<file path="src/dtt_pkg.sv">
// Functional notes
// - Eight-bit up-counter, 128 Hz down to 1 Hz
// - Low nibble, then high nibble at next address
// - Low read freezes high carries until released
// - High read first arms no hold
// - Tap falling edge sets flag, may interrupt
// - Flags set regardless of enable bits
// - Four enable bits, one enables, reset zero
// - Four flags, write one clears, reset zero
// - Count nibbles are read-only
// - Reset clears all counter bits
// - Clear strobe zeroes counter, run bit taken from the same write
// - Clear bit and upper bits read zero
// - Run bit starts and stops, reset zero
// - Stopped counter keeps its value
package dtt_pkg;

  ////////////////////////////////////////////////////////////////
  // Timing
  localparam int unsigned CLK_PERIOD_NS  = 10;
  // 256 Hz counter input period
  localparam int unsigned TICK_PERIOD_NS = 3906250;
  localparam int unsigned TICK_DIV       = TICK_PERIOD_NS / CLK_PERIOD_NS;
  // High nibble hold window; the least time is used
  localparam int unsigned HOLD_MIN_NS    = 480000;
  localparam int unsigned HOLD_MAX_NS    = 1500000;
  localparam int unsigned HOLD_CYC       =
    (HOLD_MIN_NS + CLK_PERIOD_NS - 1) / CLK_PERIOD_NS;

  ////////////////////////////////////////////////////////////////
  // Types
  typedef logic [19:0] dtt_pre_t;   // Prescaler count
  typedef logic [15:0] dtt_hold_t;  // Hold window count
  typedef logic [15:0] dtt_addr_t;  // I/O address
  typedef logic [3:0]  dtt_nib_t;   // One data nibble

  ////////////////////////////////////////////////////////////////
  // Register map
  localparam dtt_addr_t ADDR_CTL  = 16'hFF78;  // tick_control
  localparam dtt_addr_t ADDR_LOW  = 16'hFF79;  // tick_count_low
  localparam dtt_addr_t ADDR_HIGH = 16'hFF7A;  // tick_count_high
  localparam dtt_addr_t ADDR_EN   = 16'hFFE6;  // tick_irq_enable
  localparam dtt_addr_t ADDR_FLAG = 16'hFFF6;  // tick_irq_flags

  // Control fields
  localparam int unsigned CTL_RUN_BIT = 0;  // count_run_ctl
  localparam int unsigned CTL_CLR_BIT = 1;  // count_clear_strobe

  // Counter bits feeding the four taps (32, 8, 2, 1 Hz)
  localparam int unsigned TAP_N = 4;
  localparam int unsigned TAP_POS [TAP_N] = '{2, 4, 6, 7};
  localparam dtt_nib_t    NIB_MAX = 4'hF;
  localparam dtt_nib_t    NIB_ONE = 4'h1;

  ////////////////////////////////////////////////////////////////
  // Register port request
  typedef struct packed {
    dtt_addr_t addr;    // Byte address
    dtt_nib_t  wrData;  // Write nibble
    logic      wrEn;    // Write strobe
    logic      rdEn;    // Read strobe
  } dtt_bus_req_s;

  // Whole block state
  typedef struct packed {
    dtt_pre_t  preCnt;     // 256 Hz prescaler
    dtt_nib_t  cntLow;     // 128..16 Hz bits
    dtt_nib_t  cntHigh;    // 8..1 Hz bits
    logic      runCtl;     // count_run_ctl
    logic      holdOn;     // High nibble frozen
    dtt_hold_t holdCnt;    // Cycles spent frozen
    logic      carryWait;  // Carry deferred by hold
    dtt_nib_t  tapPrev;    // Taps one cycle ago
    dtt_nib_t  irqFlag;    // irq_flag_32hz..1hz
    dtt_nib_t  irqEnable;  // irq_enable_32hz..1hz
    dtt_nib_t  rdData;     // Read answer
    logic      irq;        // Interrupt level
  } dtt_state_s;

  localparam dtt_state_s STATE_RST = '0;

endpackage : dtt_pkg

</file>
<file path="src/dtt_tick_timer.sv">
// Decided for this implementation: the strobed register port.
`timescale 1ns/1ps
module dtt_tick_timer #(
  parameter dtt_pkg::dtt_pre_t  TICK_DIV =
    dtt_pkg::dtt_pre_t'(dtt_pkg::TICK_DIV),
  parameter dtt_pkg::dtt_hold_t HOLD_CYC =
    dtt_pkg::dtt_hold_t'(dtt_pkg::HOLD_CYC)
) (
  // Clock and reset
  input  wire logic             ref_clk,
  input  wire logic             rst_n,
  // Register port
  input  dtt_pkg::dtt_bus_req_s busReq,
  output dtt_pkg::dtt_nib_t     busRdData,
  // Interrupt
  output logic                  tickIrq
);

  ////////////////////////////////////////////////////////////////
  // Declarations
  // Strobes below are decoded from the request in the same cycle;
  // only state_ff carries memory from one edge to the next
  dtt_pkg::dtt_state_s state_ff;   // Registered state
  dtt_pkg::dtt_state_s nxt_state;  // Next state
  logic [7:0]          cntAll;     // tick_count_bits
  dtt_pkg::dtt_nib_t   tapNow;     // Tap levels now
  dtt_pkg::dtt_nib_t   tapFall;    // Tap falling edges
  logic                tick;       // 256 Hz enable
  logic                carry;      // Low nibble wraps
  logic                release_;   // Hold ends
  logic                rdLow;      // Low nibble read
  logic                rdHigh;     // High nibble read
  logic                wrCtl;      // Control write
  logic                wrEn;       // Enable write
  logic                wrFlag;     // Flag write
  logic                doClear;    // Clear strobe

  // Outputs come straight from the state flops
  assign busRdData = state_ff.rdData;
  assign tickIrq   = state_ff.irq;

  ////////////////////////////////////////////////////////////////
  // Address decode; data nibbles have no write decode at all
  // A write to an unmapped address decodes to nothing and is lost
  assign rdLow   = busReq.rdEn && busReq.addr == dtt_pkg::ADDR_LOW;
  assign rdHigh  = busReq.rdEn && busReq.addr == dtt_pkg::ADDR_HIGH;
  assign wrCtl   = busReq.wrEn && busReq.addr == dtt_pkg::ADDR_CTL;
  assign wrEn    = busReq.wrEn && busReq.addr == dtt_pkg::ADDR_EN;
  assign wrFlag  = busReq.wrEn && busReq.addr == dtt_pkg::ADDR_FLAG;
  assign doClear = wrCtl && busReq.wrData[dtt_pkg::CTL_CLR_BIT];

  // Prescaler wraps once per 256 Hz period while running
  // TICK_DIV cycles per tick; the count restarts on the wrap edge
  assign tick = state_ff.runCtl && state_ff.preCnt == TICK_DIV - 1'b1;

  // Hold ends on the high read or when the window runs out
  // The least window is used so a slow reader still gets a fresh value
  assign release_ = state_ff.holdOn &&
    (rdHigh || state_ff.holdCnt == HOLD_CYC - 1'b1);

  // Visible eight-bit value; tap edges are taken from it
  assign cntAll = {state_ff.cntHigh, state_ff.cntLow};

  ////////////////////////////////////////////////////////////////
  // Tap selection and falling edge detection
  // Taps are the 32, 8, 2 and 1 Hz counter bits, in flag order
  for (genvar g = 0; g < dtt_pkg::TAP_N; g++)
  begin : gTap
    assign tapNow[g]  = cntAll[dtt_pkg::TAP_POS[g]];
    assign tapFall[g] = state_ff.tapPrev[g] && !tapNow[g];
  end

  ////////////////////////////////////////////////////////////////
  // Next state
  always_comb
  begin
    // One copy of the state is edited; each field defaults to holding
    nxt_state = state_ff;
    // Carry out of the low nibble, valid only on a tick
    carry     = 1'b0;

    // Prescaler runs only while counting; a stop keeps the phase
    if (state_ff.runCtl)
    begin
      if (tick)
        nxt_state.preCnt = '0;
      else
        nxt_state.preCnt = state_ff.preCnt + 1'b1;
    end

    // Low nibble counts freely, even during a hold
    if (tick)
    begin
      nxt_state.cntLow = state_ff.cntLow + dtt_pkg::NIB_ONE;
      carry = state_ff.cntLow == dtt_pkg::NIB_MAX;
    end

    // Only a low read arms the hold; a repeat read restarts it
    if (rdLow)
    begin
      nxt_state.holdOn  = 1'b1;
      nxt_state.holdCnt = '0;
    end
    else if (release_)
      nxt_state.holdOn = 1'b0;
    else if (state_ff.holdOn)
      nxt_state.holdCnt = state_ff.holdCnt + 1'b1;

    // A hold longer than one low-nibble period could defer two carries;
    // the least window is far shorter, so one pending bit suffices
    // High nibble takes carries unless frozen; a deferred carry
    // is added at release so no count is ever lost
    if (!state_ff.holdOn || release_)
    begin
      nxt_state.cntHigh = state_ff.cntHigh
        + {3'h0, carry} + {3'h0, state_ff.carryWait};
      nxt_state.carryWait = 1'b0;
    end
    else if (carry)
      nxt_state.carryWait = 1'b1;

    // Control write: run bit stored, clear acts once
    // The clear bit is not stored, so it always reads back as zero
    if (wrCtl)
      nxt_state.runCtl = busReq.wrData[dtt_pkg::CTL_RUN_BIT];

    // Clear zeroes the count; the run bit decides what follows
    // Clearing the prescaler makes the first tick a full period away
    if (doClear)
    begin
      nxt_state.cntLow    = '0;
      nxt_state.cntHigh   = '0;
      nxt_state.carryWait = 1'b0;
      nxt_state.preCnt    = '0;
    end

    // Forced zero is no tap edge, so the history is wiped
    if (doClear)
      nxt_state.tapPrev = '0;
    else
      nxt_state.tapPrev = tapNow;

    // Flags: a falling edge wins over a clear in the same cycle
    // Taps fall at most once per cycle, so no edge can be missed
    if (wrFlag)
      nxt_state.irqFlag = (state_ff.irqFlag & ~busReq.wrData)
        | tapFall;
    else
      nxt_state.irqFlag = state_ff.irqFlag | tapFall;

    // Enable register
    // Enables only gate the level; flags keep recording events
    if (wrEn)
      nxt_state.irqEnable = busReq.wrData;

    // Interrupt tracks the flag and enable flops in the same cycle
    // Using the next values saves a cycle of interrupt latency
    nxt_state.irq = |(nxt_state.irqFlag & nxt_state.irqEnable);

    // Read answer, valid only in the cycle after the strobe
    // Reads have no side effect except the hold arming and high read release above
    nxt_state.rdData = '0;
    if (busReq.rdEn)
    begin
      case (busReq.addr)
        dtt_pkg::ADDR_CTL:
          // Clear bit and upper bits read zero
          nxt_state.rdData[dtt_pkg::CTL_RUN_BIT] = state_ff.runCtl;
        dtt_pkg::ADDR_LOW:
          nxt_state.rdData = state_ff.cntLow;
        dtt_pkg::ADDR_HIGH:
          nxt_state.rdData = state_ff.cntHigh;
        dtt_pkg::ADDR_EN:
          nxt_state.rdData = state_ff.irqEnable;
        dtt_pkg::ADDR_FLAG:
          nxt_state.rdData = state_ff.irqFlag;
        // Unmapped addresses answer zero
        default:
          nxt_state.rdData = '0;
      endcase
    end
  end

  ////////////////////////////////////////////////////////////////
  // State register; reset zeroes counter, flags and enables
  // Reset is asynchronous; its release is left to the reset tree
  always_ff @(posedge ref_clk or negedge rst_n)
  begin
    if (!rst_n)
      state_ff <= dtt_pkg::STATE_RST;
    else
      state_ff <= nxt_state;
  end

  // Each tap edge sets its own flag
  for (genvar c = 0; c < dtt_pkg::TAP_N; c++)
  begin : gTapChk

  end
endmodule : dtt_tick_timer

</file>
<file path="config.mk">
export PLATFORM = sky130hd
export DESIGN_NAME = dtt_tick_timer
export DESIGN_NICKNAME = d
export VERILOG_FILES = /design/src/dtt_pkg.sv /design/src/dtt_tick_timer.sv
export SDC_FILE = /design/constraint.sdc
export NUM_CORES = 1
export LEC_CHECK = 0
export ABC_CLOCK_PERIOD_IN_PS = 2600
export BUFFER_PORTS_ARGS = -buffer_cell sky130_fd_sc_hd__buf_2
export CAP_MARGIN = 20
export CORE_MARGIN = 5
export CORE_UTILIZATION = 50
export DETAILED_ROUTE_END_ITERATION = 8
export PLACE_DENSITY_LB_ADDON = 0.12
export SLEW_MARGIN = 10
export SYNTH_ARGS = -nofsm -noshare
export SYNTH_HDL_FRONTEND = slang
export SYNTH_SLANG_ARGS = --single-unit
</file>
<file path="constraint.sdc">
create_clock -name ref_clk -period 2.6 [get_ports ref_clk]
set_input_delay 0.26 -clock ref_clk [delete_from_list [all_inputs] [get_ports ref_clk]]
set_output_delay 0.26 -clock ref_clk [all_outputs]
set_load 0.01 [all_outputs]
</file>
==> impl_metrics.toml, run 1 <==
[setup_path]
critPathBufInv = 0
cpMaxStageDelayCell = "or4_1"
cp_cell_sequence = "or4_1 -> or4_4 -> nor3_4 -> and4_4 -> fa_2 -> nand3_1 -> or3_4 -> a21oi_2"
required_ns = 2.85
criticalPathCategory = "flop to flop"
cp_data_arrival_time_ns = 2.84
crit_path_start_kind = "flop"
critical_path.max_fanout = 2
rr_startpoint = "state_ff[53]$_DFFE_PN0P_"
worst_path_largest_cell_delay_ns = 0.52
cp-end-kind = "flop"
critical_path.top_delay_family = "simple AND/OR/NAND/NOR gates"
worstSetupStartpoint = "state_ff[53]$_DFFE_PN0P_"

[die]
fp.dieArea_um2 = 8650
die_w_um = 93.0
start_util = 0.510
top_level_ports = 29
die_y_um = 93.0
std_cell_rows = 30
core_area_um2 = 6760

[finish]
antenna_cells_inserted = 0
nets = 420
final_cells = 475
final.fill_count = 588
final_cell_mix = "64 x dfrtp_1, 49 x nor2_1, 28 x buf_2, 22 x xor2_1, 21 x nand2_1"
final_common_cell = "dfrtp_1"
drive_gt1_frac = 0.235
layout-area-overhead-vs-synth_pct = 16.6

[routing]
postRouteWirelength_um = 7380
route.antenna.remaining_nets = 0
dr.pass1.iters = 4
num_vias = 2645
first_iter_violations = 100
viasPerCell = 5.57
wl_per_cell_um = 15.5
drc = 0

[timing]
drv_slew = 0
fin_worst_skew_ns = 0.00729
fmaxAchievable_ghz = 0.388
finalCriticalPeriod_ns = 2.58
finalHoldWorstSlack_ns = 0.219
setup_total_negative_slack_ns = 0
finalHoldViolations = 0
tightest_slew_ns = 0.749
setup_viol = 0
period_share = 0.992
rsz0062_at_grt = "true"
finalWorstSetupSlack_ns = 0.0197
worst_slew_margin_rel = 0.500

[clock_tree]
clock_sinks = 64
clk-insertion-delay-late_ns = 0.33
max_buffers_root_to_sink = 2
clock_tree_from_tritoncts = "done"
cts.reportedPaths.clkPinSlew_ns = 0.07
clk_root_buffer_cell = "clkbuf_8"
cts-buffers-inserted = 9
htreeDepth = 3

[synth]
synth_edf_count = 0
yosys_warnings = 0
synthesis.instances = 340
syn_avg_cell_area_um2 = 10.1
synth.cell_area_um2 = 3450
synth_fp_nets = 370
post_synth_num_cell_types = 53
yosysSeqAreaShare = 0.465
postSynthRegisterBits = 64
yosys_most_used_dff = "dfrtp_1"
synth-async-reset-ratio = 1.00

[global_routing]
grt_use_total = 0.186
grt.overflow.total = 0
antenna_found_initial = 0
grt_max_degree = 29
number_of_global_route_vias_before_repair = 2551
global_route_wire_length_before_repair_um = 12800

[pwr]
totalPowerFinal_uw = 2120
pwr_density_cell_nw_per_um2 = 527
vdd_drop_max_mv = 0.286
leakage_uw = 0.00182

[hold_path]
min_from = "busReq[4]"
min-delay-path-class = "primary input to flop"

[place]
port_buffers = 28
dp_worst_setup_slack_ns = -0.0813
dp_hpwl_um = 5260
final_gp_congestion = 0.841
dpl.cell_count = 455

[run]
maxcap_viol_count = 0

[outcome]
status = "completed"
==> final cells by class <==
class	instances	area, um^2	share of cell area
inverters	5	18.8	0.00467
clock buffers	13	159	0.0395
clock inverters	3	40.0	0.00996
repair buffers	50	312	0.0775
well taps	80	100	0.0249
flip-flops and latches	64	1600	0.398
multi-input cells	260	1790	0.445
==> through the flow <==
| stage | util | instance area, um^2 |
|---|---|---|
| 5_1_grt | 0.595 | 4020 |
| 2_1_floorplan | - | 3450 |
| 6_report | 0.595 | 4020 |
| 3_5_place_dp | 0.555 | 3750 |
| 3_3_place_gp | 0.555 | 3750 |
| 4_1_cts | 0.589 | 3980 |
==> where the power goes <==
| part | switching, uW | internal, uW | total [uW] | leakage, uW |
|---|---|---|---|---|
| logic | 90.9 | 64.0 | 155 | 0.000949 |
| clock network | 367 | 493 | 861 | 0.000103 |
| registers | 58.5 | 1040 | 1100 | 0.000771 |
==> routing by layer <==
layer,part of all wire,up-vias,track usage
li1,-,1315,-
met1,0.49,1268,0.271
met2,0.46,55,0.280
met3,0.042,7,0.0330
met4,0.010,0,0.0659
met5,0,-,0
==> state kept, by name (all words and copies together) (netlist names) <==
name,cells
state_ff,51
tickIrq,1
busRdData,4
cntAll,8
==> cells by family after synthesis <==
group / count (synthesis) / share of synthesized area
buffers and inverters: 16 / 0.0272
multiplexers: 15 / 0.0472
flip-flops: 64 / 0.465
adder cells (fa/ha/maj): 6 / 0.0240
XOR/XNOR: 34 / 0.0864
AO/OA/AOI/OAI: 37 / 0.0715
AND/OR/NAND/NOR: 168 / 0.279
==> worst paths after layout <==
| check | endpoint | slack [ns] | cells after the start |
|---|---|---|---|
| worst max-delay path | cntAll[7]$_DFFE_PN0N_ | 0.02 | 8 |
| worst min-delay path | state_ff[7]$_DFF_PN0_ | 0.22 | 2 |
| worst max register to register | cntAll[7]$_DFFE_PN0N_ | 0.02 | 8 |
| worst min register to register | state_ff[11]$_DFF_PN0_ | 0.51 | 1 |
| max in group asynchronous | state_ff[62]$_DFFE_PN0P_ | 1.36 | 3 |
| min in group asynchronous | state_ff[10]$_DFF_PN0_ | 0.50 | 2 |
==> cells in the mapped netlist, drive strengths merged, types with 2 or more instances <==
cell type	instances	area (um^2)
a21o	5	45.0
a21oi	12	60.1
a222oi	2	20.0
a22oi	2	15.0
and2	10	63.8
and3	9	56.3
and4	3	26.3
buf	9	57.6
clkbuf	2	17.5
dfrtp	64	1600
ha	5	62.6
inv	5	18.8
mux2	10	113
mux2i	5	50.1
nand2	21	78.8
nand3	14	70.1
nand3b	2	15.0
nand4	16	113
nand4b	9	78.8
nor2	50	190
nor2b	6	37.5
nor3	7	46.3
nor3b	3	22.5
nor4	7	77.6
o21ai	5	25.0
o22ai	3	18.8
o31ai	2	15.0
or3	4	25.0
or4	2	18.8
xnor2	12	105
xor2	22	193
==> what timing repair did <==
action                                  in CTS  in global routing
endpoints found under the hold margin       26                  0
buffers inserted                             1                  1
endpoints found under the setup margin       3                  4
resized for setup                            3                  5
pin swaps                                    2                  1
hold buffers                                 1                  0
(Power assumes the default switching activity.)
==> run 2, diff against run 1 <==
--- a/config.mk
+++ b/config.mk
@@ -6,12 +6,13 @@
 export NUM_CORES = 1
 export LEC_CHECK = 0
 export ABC_CLOCK_PERIOD_IN_PS = 2600
-export BUFFER_PORTS_ARGS = -buffer_cell sky130_fd_sc_hd__buf_2
+export BUFFER_PORTS_ARGS = -buffer_cell sky130_fd_sc_hd__buf_4
 export CAP_MARGIN = 20
 export CORE_MARGIN = 5
 export CORE_UTILIZATION = 50
 export DETAILED_ROUTE_END_ITERATION = 8
 export PLACE_DENSITY_LB_ADDON = 0.12
+export REMOVE_ABC_BUFFERS = 1
 export SLEW_MARGIN = 10
 export SYNTH_ARGS = -nofsm -noshare
 export SYNTH_HDL_FRONTEND = slang
==> run 2 against run 1 <==
Via count shrank 0.26%. Largest power group unchanged. Register-to-register slack better by 0.04 ns. Clock-buffer cell count decreased by 1. Non-clock buffer count shrank 7. Clock skew up 0.00070 ns. Utilization increased by 0.41 points. Sequential power barely moved. Clock power grew 13%. Final cell count fell by 1.5%. Wire length is 1.8% lower. Flip-flop and latch count is the same.
==> impl_metrics.toml, run 2 (same netlist as run 1, synthesis figures left out) <==
[timing]
finalHoldWorstSlack_ns = 0.000985
setup_total_negative_slack_ns = 0
finalCriticalPeriod_ns = 2.54
rsz0062_at_grt = "true"
drv_slew = 0
setup_viol = 0
fmaxAchievable_ghz = 0.394
fin_worst_skew_ns = 0.00799
worst_slew_margin_rel = 0.272
tightest_slew_ns = 1.09
period_share = 0.977
finalWorstSetupSlack_ns = 0.0605
finalHoldViolations = 0

[clock_tree]
cts-buffers-inserted = 9
htreeDepth = 3
clock_sinks = 64
clk_root_buffer_cell = "clkbuf_8"
max_buffers_root_to_sink = 2
clock_tree_from_tritoncts = "done"
cts.reportedPaths.clkPinSlew_ns = 0.07
cts-hold-fix-buffers = 0
clk-insertion-delay-late_ns = 0.34

[setup_path]
rr_startpoint = "state_ff[53]$_DFFE_PN0P_"
worst_path_largest_cell_delay_ns = 0.52
timing.reg2reg.setup_slack_ns = 0.06
cp_cell_sequence = "or4_1 -> or4_4 -> nor3_4 -> and4_4 -> fa_2 -> nand3_1 -> or3_1 -> a21oi_1"
cp-end-kind = "flop"
cp_data_arrival_time_ns = 2.80
timing.reg2reg.worst_path_depth = 8
worstSetupStartpoint = "state_ff[53]$_DFFE_PN0P_"
critical_path.top_delay_family = "simple AND/OR/NAND/NOR gates"
required_ns = 2.86
cpMaxStageDelayCell = "or4_1"
crit_path_start_kind = "flop"
critical_path.max_fanout = 2
cp_num_cells = 8
critical_path.reg2reg.endpoint = "cntAll[7]$_DFFE_PN0N_"
critPathBufInv = 0
crit_end = "cntAll[7]$_DFFE_PN0N_"
criticalPathCategory = "flop to flop"

[pwr]
pwr_density_cell_nw_per_um2 = 551
totalPowerFinal_uw = 2230
leakage_uw = 0.00182
vdd_drop_max_mv = 0.340

[outcome]
status = "completed"

[finish]
final_cell_mix = "64 x dfrtp_1, 49 x nor2_1, 43 x buf_4, 22 x xor2_1, 21 x nand2_1"
drive_gt1_frac = 0.219
largest_reg_flops = 51
nets = 413
final_common_cell = "dfrtp_1"
layout-area-overhead-vs-synth_pct = 17.4
antenna_cells_inserted = 0
largest_register = "state_ff"
final_cells = 468

[routing]
dr.pass1.iters = 4
wl_per_cell_um = 15.5
num_vias = 2638
route.antenna.remaining_nets = 0
viasPerCell = 5.64
postRouteWirelength_um = 7250
drc = 0
first_iter_violations = 137

[place]
port_buffers = 28
final_gp_congestion = 0.757
dp_hpwl_um = 5020
dp_worst_setup_slack_ns = -0.0629
dpl.cell_count = 450

[die]
die_y_um = 93.0
core_area_um2 = 6760
std_cell_rows = 30
start_util = 0.510
die_w_um = 93.0
top_level_ports = 29
fp.dieArea_um2 = 8650

[global_routing]
grt_max_degree = 65
grt_use_total = 0.185
global_route_wire_length_before_repair_um = 12800
number_of_global_route_vias_before_repair = 2674
grt.overflow.total = 0
antenna_found_initial = 0

[run]
maxcap_viol_count = 0

[hold_path]
min-delay-path-class = "primary input to asynchronous set/reset pin"
## run 2: how the worst min path moves through the flow
stage                                         to   from  slack [ns]  depth (start not counted)
after floorplan           busRdData[0]$_DFF_PN0_  rst_n       -0.04                          0
after global placement     state_ff[7]$_DFF_PN0_  rst_n        0.41                          1
after detailed placement   state_ff[7]$_DFF_PN0_  rst_n        0.41                          1
after CTS                  state_ff[7]$_DFF_PN0_  rst_n        0.04                          1
after global routing       cntAll[2]$_DFFE_PN0P_  rst_n        0.08                          1
final                      state_ff[7]$_DFF_PN0_  rst_n       0.001                          1
## run 2: area by class of cell
type,count,area [um^2]
sequential,64,1600
clock inverter,4,76.3
tap,80,100
clock buffer,12,155
inverter,5,18.8
timing repair buffer,43,323
fill,587,2710
multi-input combinational,260,1770
## run 2: report_power, final
group | total [uW] | switching [uW] | internal (uW)
clock | 974 | 380 | 594
combinational | 155 | 86.4 | 68.9
sequential | 1100 | 57.9 | 1040
total | 2230 | 524 | 1710
## run 2: timing repair
item,4_1_cts,5_1_grt
pin swaps,2,2
resized for setup,1,3
setup buffers,1,1
setup endpoints to repair,3,3
## run 2: metrics by stage
stage,cell area [um^2],util
after global routing,4050,0.599
after global placement,3780,0.560
after detailed placement,3780,0.560
final,4050,0.599
after CTS,4030,0.596
after floorplan,3370,-
## run 2: per-layer routing
metal	track usage	wire length (um)
met1	0.236	3380
met2	0.311	3400
met3	0.0571	404
met4	0.0427	65
met5	0	0
